### src/rtl/cra_pkg.sv
// package: constants and carrier types for the counter ramp converter control
package cra_pkg;
  localparam int CODE_W = 8;
  localparam logic [7:0] CODE_RESET = 8'h00;
  localparam logic [7:0] CODE_FULL = 8'hff;
  localparam int CLK_MHZ = 100;
  // least convert pulse width in microseconds
  localparam int CONV_MIN_US = 15;
  localparam int CONV_MIN_CYC = CONV_MIN_US * CLK_MHZ;
  // shortest conversion clock period in nanoseconds (400 kHz)
  localparam int CONV_CLK_MIN_NS = 2500;
  localparam logic [1:0] SYNC_RESET = 2'h0;

  typedef enum logic [1:0] {
    CRA_IDLE = 2'b00,
    CRA_CLEAR = 2'b01,
    CRA_RUN = 2'b10,
    CRA_DONE = 2'b11
  } cra_state_t;

  typedef struct packed {
    logic [7:0] code;
    logic from_counter;
  } cra_ladder_t;
endpackage

### src/rtl/cra_ctrl.sv
// counter ramp converter control: counter, source select, convert gating latch
`timescale 1ns/1ps
// Function
// RL1 - counter steps on each falling clock edge
// RL2 - low reset clears counter, holds counting
// RL3 - select low external code, high counter
// RL4 - counter value driven onto data terminals
// RL5 - unsigned 8-bit code, output n/256 reference
// RL6 - convert pulse clears counter, sets latch
// RL7 - latch set passes clock to counter
// RL8 - comparator trip stops clocks, holds count
// RL9 - conversion clock kept at most 400 kHz
// RL10 - conversion time equals counts times period
// RL11 - continuous convert pulses repeat conversions
// RL12 - counter wraps from all ones to zero
// RL13 - comparator passes two flip-flops first
// RL14 - done flag raised until next convert
module cra_ctrl (
  input wire logic i_mclk,
  input wire logic i_rst_n,
  input wire logic i_cnt_clk,
  input wire logic i_cnt_rst_n,
  input wire logic i_src_sel,
  input wire logic [7:0] i_ext_code,
  input wire logic i_convert,
  input wire logic i_cmp,
  output cra_pkg::cra_ladder_t o_ladder,
  output logic [7:0] o_data,
  output logic o_data_oe,
  output logic o_gate,
  output logic o_done
);
  // ----------------------------------------
  // input synchronisers
  // ----------------------------------------
  logic clk_fall;
  logic cnt_rst_lvl;
  logic src_lvl;
  logic conv_lvl;
  logic conv_rise;
  logic cmp_lvl;
  logic cmp_fall;
  logic [7:0] ext_s1_q;
  logic [7:0] ext_s2_q;

  cra_sync u_clk (.i_mclk(i_mclk), .i_rst_n(i_rst_n), .i_async(i_cnt_clk),
    .o_level(), .o_fall(clk_fall), .o_rise());
  cra_sync u_crst (.i_mclk(i_mclk), .i_rst_n(i_rst_n), .i_async(i_cnt_rst_n),
    .o_level(cnt_rst_lvl), .o_fall(), .o_rise());
  cra_sync u_sel (.i_mclk(i_mclk), .i_rst_n(i_rst_n), .i_async(i_src_sel),
    .o_level(src_lvl), .o_fall(), .o_rise());
  cra_sync u_conv (.i_mclk(i_mclk), .i_rst_n(i_rst_n), .i_async(i_convert),
    .o_level(conv_lvl), .o_fall(), .o_rise(conv_rise));
  // comparator settled through two flops before gating logic
  cra_sync u_cmp (.i_mclk(i_mclk), .i_rst_n(i_rst_n), .i_async(i_cmp), // RL13
    .o_level(cmp_lvl), .o_fall(cmp_fall), .o_rise());

  always_ff @(posedge i_mclk) begin
    if (!i_rst_n) begin
      ext_s1_q <= cra_pkg::CODE_RESET;
      ext_s2_q <= cra_pkg::CODE_RESET;
    end else begin
      ext_s1_q <= i_ext_code;
      ext_s2_q <= ext_s1_q;
    end
  end

  // ----------------------------------------
  // gating latch state machine
  // ----------------------------------------
  cra_pkg::cra_state_t state_q;
  cra_pkg::cra_state_t state_d;
  logic [7:0] cnt_q;
  logic [7:0] cnt_d;
  logic done_q;
  logic done_d;
  logic gate_on;
  logic step;

  assign gate_on = (state_q == cra_pkg::CRA_RUN);
  // free ramp when idle, gated clock during conversion
  assign step = clk_fall & cnt_rst_lvl & ((state_q == cra_pkg::CRA_IDLE) | gate_on); // RL7

  always_comb begin
    state_d = state_q;
    unique case (state_q)
      cra_pkg::CRA_IDLE: if (conv_rise) state_d = cra_pkg::CRA_CLEAR; // RL6
      cra_pkg::CRA_CLEAR: if (!conv_lvl) state_d = cra_pkg::CRA_RUN;
      cra_pkg::CRA_RUN: begin
        if (conv_rise) begin
          state_d = cra_pkg::CRA_CLEAR; // RL11
        end else if (cmp_fall) begin
          state_d = cra_pkg::CRA_DONE; // RL8
        end
      end
      cra_pkg::CRA_DONE: if (conv_rise) state_d = cra_pkg::CRA_CLEAR; // RL11
    endcase
  end

  always_comb begin
    cnt_d = cnt_q;
    if (!cnt_rst_lvl) begin
      cnt_d = cra_pkg::CODE_RESET; // RL2
    end else if (state_d == cra_pkg::CRA_CLEAR) begin
      cnt_d = cra_pkg::CODE_RESET; // RL6
    end else if (step && !(gate_on && cmp_fall)) begin
      // 8-bit add wraps from all ones to zero
      cnt_d = cnt_q + 8'h01; // RL1 RL12 RL10
    end
  end

  assign done_d = (state_d == cra_pkg::CRA_DONE); // RL14

  always_ff @(posedge i_mclk) begin
    if (!i_rst_n) begin
      state_q <= cra_pkg::CRA_IDLE;
      cnt_q <= cra_pkg::CODE_RESET;
      done_q <= 1'b0;
    end else begin
      state_q <= state_d;
      cnt_q <= cnt_d;
      done_q <= done_d;
    end
  end

  // ----------------------------------------
  // ladder source select and data terminals
  // ----------------------------------------
  logic [7:0] code_mux;
  logic [7:0] ladder_code_q;
  logic sel_q;
  assign code_mux = src_lvl ? cnt_q : ext_s2_q; // RL3 RL5

  always_ff @(posedge i_mclk) begin
    if (!i_rst_n) begin
      ladder_code_q <= cra_pkg::CODE_RESET;
      sel_q <= 1'b0;
    end else begin
      ladder_code_q <= code_mux;
      sel_q <= src_lvl;
    end
  end

  assign o_ladder.code = ladder_code_q;
  assign o_ladder.from_counter = sel_q;
  assign o_data = ladder_code_q; // RL4
  assign o_data_oe = sel_q; // RL4
  assign o_gate = gate_on;
  assign o_done = done_q;
endmodule

### src/rtl/cra_sync.sv
// two flip-flop synchroniser with falling edge detect on the settled level
`timescale 1ns/1ps
module cra_sync (
  input wire logic i_mclk,
  input wire logic i_rst_n,
  input wire logic i_async,
  output logic o_level,
  output logic o_fall,
  output logic o_rise
);
  logic [1:0] sync_q;
  logic last_q;

  always_ff @(posedge i_mclk) begin
    if (!i_rst_n) begin
      sync_q <= cra_pkg::SYNC_RESET;
      last_q <= 1'b0;
    end else begin
      sync_q <= {sync_q[0], i_async};
      last_q <= sync_q[1];
    end
  end

  assign o_level = sync_q[1];
  assign o_fall = last_q & ~sync_q[1];
  assign o_rise = ~last_q & sync_q[1];
endmodule

### config.mk
export PLATFORM = sky130hd
export DESIGN_NAME = cra_ctrl
export DESIGN_NICKNAME = d
export VERILOG_FILES = /design/src/rtl/cra_pkg.sv /design/src/rtl/cra_ctrl.sv /design/src/rtl/cra_sync.sv
export SDC_FILE = /design/constraint.sdc
export NUM_CORES = 1
export LEC_CHECK = 0
export BUFFER_PORTS_ARGS = -buffer_cell sky130_fd_sc_hd__buf_2
export CORE_MARGIN = 3
export CORE_UTILIZATION = 45
export CTS_CLUSTER_SIZE = 40
export DETAILED_ROUTE_END_ITERATION = 8
export GPL_ROUTABILITY_DRIVEN = 0
export PLACE_DENSITY = 0.67
export SETUP_SLACK_MARGIN = 0.15
export SLEW_MARGIN = 20
export SYNTH_ARGS = -nofsm -noshare
export SYNTH_HDL_FRONTEND = slang
export SYNTH_SLANG_ARGS = --single-unit
export TNS_END_PERCENT = 20
### constraint.sdc
create_clock -name i_mclk -period 2.3 [get_ports i_mclk]
set_clock_uncertainty 0.05 [all_clocks]
set_input_delay 0.69 -clock i_mclk [delete_from_list [all_inputs] [get_ports i_mclk]]
set_output_delay 0.69 -clock i_mclk [all_outputs]
set_load 0.05 [all_outputs]
### After elaboration in Yosys (flattened, before gate mapping)

Cells that the tools add are included.

* order comparisons: 0
* multiply operators: 0
* bitwise gates (word level): 11
* shifts and indexed selects: 0
* reductions and logical operators: 6
* equality and inequality tests: 5
* mux-type cells: 6
* divide/modulo/power cells: 0
* $add $sub $neg: 1

Operator list (number)
* $add A8 B1 Y8 const B: 1
* $mux W2: 4
* $mux W8: 1
* $eq A2 B2 Y1 const B: 3
* $pmux W2 S3: 1
* $and A1 B1 Y1: 5
* $not A1 Y1: 5
* $eq A2 B1 Y1 const B: 2
* $reduce_or A3 Y1: 1
* $logic_and A1 B1 Y1: 2
* $logic_not A2 Y1: 1
* $reduce_or A2 Y1: 1
* $logic_not A1 Y1: 1
* $or A1 B1 Y1: 1

* flip-flop bits (word level): 49
* bits in latches: 0
* bits in read-only memories: 0
* bits in writable memories: 0
* word-level logic and storage cells: 44
* memories: 0

### Longest topological paths before layout

* word-level depth: 7
* mapped depth: 7

### Hierarchy

From an unflattened synthesis, not the netlist that was laid out.

* cell total of the unflattened synthesis: 176
* area total of the unflattened synthesis: 1869.3 um2

Modules (own cells, without submodules)
* cra_ctrl: times used 1, area an instance 1412.6 um2, cells an instance 136, sequential area each 720.7 um2
* cra_sync: times used 5, area an instance 91.3 um2, cells an instance 8, sequential area each 60.1 um2

### Worst setup path after synthesis

Ideal clock, no wire load.

* path type: flip-flop to flip-flop
* start: register state_q[0]
* end: register cnt_q[6]
* slack: -11 ps
* library setup time: 70 ps
* required time: 2180 ps
* cell stages (with the launch flop): 8
* arrival: 2192 ps
* cell sequence: dfxtp_1 inv_1 ha_1 and3b_1 buf_6 or4b_4 or3_1 a21oi_2

RTL lines
* start, declared: line cra_ctrl.sv:71 `cra_pkg::cra_state_t state_q;`
* start signal, assigned: line cra_ctrl.sv:116 `state_q <= cra_pkg::CRA_IDLE;`
* start signal, assigned: line cra_ctrl.sv:120 `state_q <= state_d;`
* $eq A2 B2 Y1 (*): line cra_ctrl.sv:80 `assign gate_on = (state_q == cra_pkg::CRA_RUN);`
* named net o_gate: line cra_ctrl.sv:30 `output logic o_gate,`
* $pmux W2 S3, or another cell as far along: line cra_ctrl.sv:86 `unique case (state_q)`
* $eq A2 B1 Y1, or another cell as far along: line cra_ctrl.sv:104 `end else if (state_d == cra_pkg::CRA_CLEAR) begin`
* $reduce_or A3 Y1 (no source line) or $logic_and A1 B1 Y1 (tied branches)
* end signal, assigned: line cra_ctrl.sv:117 `cnt_q <= cra_pkg::CODE_RESET;`
* end signal, assigned: line cra_ctrl.sv:121 `cnt_q <= cnt_d;`
* end, declared: line cra_ctrl.sv:73 `logic [7:0] cnt_q;`

Mark *: on every way through the listed nets, which the timed path passes. The rest lies on a longest branch.
A chain may end at the register's enable or synchronous reset.

### Worst setup path in the final report

* start: register state_q[0]
* end: register cnt_q[6]

* cells in the longest elaborated chain, start to end: 5

Ends and longest elaborated chain (line)
* $eq A2 B2 Y1, or another cell as far along: cra_ctrl.sv:86
* $reduce_or A2 Y1 (no source line) or $mux W2 (tied branches)
* $pmux W2 S3: cra_ctrl.sv:86
* $eq A2 B1 Y1: cra_ctrl.sv:104
* $reduce_or A3 Y1 (no source line)

Parallel ways exist; a longest one is shown, timed or not.

==> flow_summary.yaml <==
status:
  status: "completed"
critical_path:
  cp-start-kind: "flip-flop"
  worstSetupPathType: "flip-flop to flip-flop"
  path_cells: "inv_1 -> ha_2 -> and3b_1 -> or4b_4 -> or3_1 -> a21oi_2"
  required_ps: 2490
  reg2reg_depth: 6
  crit_path_end_kind: "flip-flop"
  r2r_start: "state_q[0]"
  cp_slowest_cell: "or4b_4"
  r2r_slack_ps: 220
  reg2reg_to: "cnt_q[6]"
  worstPathMaxFanout: 7
  cp.arrival_ps: 2270
  slowest_delay_ps: 570
global_routing:
  grt_use_total: 0.1400
  grt_pass1_wl_um: 4595
  antenna_found_initial: 0
  grt_overflow: 0
  grt_pass1_vias: 1062
  grt_max_degree: 23
clocking:
  clk_latency_ps: 300
  cts-buffers-inserted: 5
  path_clk_slew_ps: 80
  cts_tree: "built"
  clock_sinks: 49
  root_buffer: "clkbuf_8"
  htreeDepth: 2
  clk_path_buf_depth: 2
synth:
  synth_seq_cells: 49
  syn_nets: 180
  seq_area_frac_synth: 0.5640
  synth.distinct_cells: 32
  yosys_warnings: 0
  synth_cells: 161
  syn_avg_cell_area_um2: 10.80
  synth.area.top_cells: "dfxtp_1 (56%), and2_1 (11%), mux2i_1 (5.2%)"
  synth_top_cell_by_area: "dfxtp_1"
  synth_top_area_share: 0.5640
  syn_area_um2: 1739
hold_path:
  hold-path-endpoint: "ext_s2_q[6]"
  worstHoldStart: "ext_s1_q[6]"
  hold_depth: 1
  min_path_type: "flip-flop to flip-flop"
timing:
  fin_crit_sh: 0.9044
  grt_setup_unrepaired: "true"
  setup_tns_ps: 0
  relSlewSlack: 0.5839
  setup_viol: 0
  fmax_mhz: 480.7
  slew_viol_final: 0
  whs_ps: 383.7
  tightest_slew_ps: 614.5
  fin_crit_ps: 2080
  hold_viol: 0
place:
  port_buffers: 34
  placed_area_um2: 1879
  dp_hpwl_um: 2034
layout:
  layout_commonest_cell: "dfxtp_1"
  design_area_um2: 1992
  nets: 207
  n_antenna_cell: 0
  fillers: 323
  drive_above_1_share: 0.2804
  post-route-util: 0.5657
  syn2layout_area_growth_pct: 14.53
  layout_common_cells: "dfxtp_1 (48), buf_2 (34), and2_1 (30)"
floorplan:
  dieArea_um2: 4646
  start_util: 0.4940
  coreArea_um2: 3521
  num_rows: 21
  io-pin-count: 35
  die-width_um: 68.17
  die_y_um: 68.17
pwr:
  power.density_nw_per_um2: 767.0
  power_mw: 1.528
  max-vdd-ir-drop_mv: 0.5179
  p_leak_nw: 0.8321
route:
  wirelength_um: 2790
  dr.pass1.iters: 4
  ant_nets: 0
  avgRoutedWirePerCell_um: 11.87
  vias_per_cell: 4.736
  num_vias: 1113
  drcViolationCount: 0
  first_iter_violations: 56
job:
  cap_violations: 0
## worst max-delay path, delay by kind of cell, from the launching register on
kind,cells,cell delay (ps)
flops,1,380
compound gates,1,140
buf+inv,1,80
simple gates,3,1140
fa+ha+maj,1,220
## how the worst max path moves through the flow
stage | startpoint | to | slack (ps)
floorplan | state_q[0] | cnt_q[6] | 160
global placement | state_q[0] | cnt_q[7] | 280
detailed placement | state_q[0] | cnt_q[7] | 160
CTS | state_q[0] | cnt_q[6] | 170
global route | state_q[0] | cnt_q[6] | 130
finish | state_q[0] | cnt_q[6] | 220
## layout make-up
type                       instances  area, µm²  area share
sequential                        49      982.2      0.4931
multi-input combinational         93      663.1      0.3329
timing repair buffer              35      177.7     0.08920
clock buffer                       6      82.58     0.04146
tap                               46      57.56     0.02889
inverter                           4      15.01    0.007538
clock inverter                     2      13.76    0.006910
## power by group
group	total, mW	internal (mW)	switching (mW)	leakage, nW
Combinational	0.120	0.0454	0.0744	0.379
Sequential	0.890	0.877	0.0133	0.402
Clock	0.518	0.244	0.274	0.0512
Total	1.53	1.17	0.362	0.832
## kinds of logic after synthesis
kind of cell / Yosys count / synth area share
AO/OA/AOI/OAI: 10 / 0.05036
XOR/XNOR: 5 / 0.02518
adder cells (fa/ha/maj): 4 / 0.02878
buffers and inverters: 19 / 0.06474
flip-flops: 49 / 0.5640
multiplexers: 9 / 0.05180
AND/OR/NAND/NOR: 65 / 0.2151
## registers in the layout (all words and copies together), names as in the netlist
name	cells
u_crst.sync_q	2
ext_s2_q	8
o_data_oe	1
u_cmp.sync_q	2
cnt_q	8
ext_s1_q	8
u_cmp.last_q	1
o_data	8
u_clk.sync_q	2
state_q	2
u_conv.last_q	1
o_done	1
u_sel.sync_q	2
u_conv.sync_q	2
u_clk.last_q	1
## cell usage after synthesis
master,number
dfxtp_1,49
o311ai_2,1
or3_1,1
o311ai_0,1
xnor2_1,4
nand3b_1,2
buf_4,9
a2111oi_1,1
a21boi_0,1
o21ai_0,1
nand4_1,2
inv_1,4
nor2_1,18
o211ai_1,1
nor3_1,2
a21oi_1,1
and3b_1,1
nor4_1,3
clkbuf_1,5
and2b_2,1
a31o_2,1
xor2_1,1
a21bo_2,1
and2_1,30
nor2b_1,1
ha_1,4
or4b_4,1
buf_6,1
a21oi_2,1
or3b_2,1
mux2i_1,9
nand3_1,2
## per-stage QoR
stage	cells	setup WS (ps)
after floorplan	161	163.5
after global placement	227	284.4
after detailed placement	227	161.5
after CTS	235	174.5
after global routing	235	130.3
final	235	219.8
## metal layers
layer | GRT usage | vias up | share of wire
li1 | - | 573 | -
met1 | 0.1486 | 493 | 0.43
met2 | 0.2274 | 34 | 0.49
met3 | 0.06076 | 13 | 0.056
met4 | 0.08685 | 0 | 0.019
met5 | 0 | - | 0
## repair_timing
action                                 CTS  global route
setup buffers                            0             0
gates resized for setup                  2             2
hold buffers                             0             0
endpoints found under the hold margin    0             0
setup endpoints to repair                2             8
No activity file was read; power rests on OpenSTA's default activity.
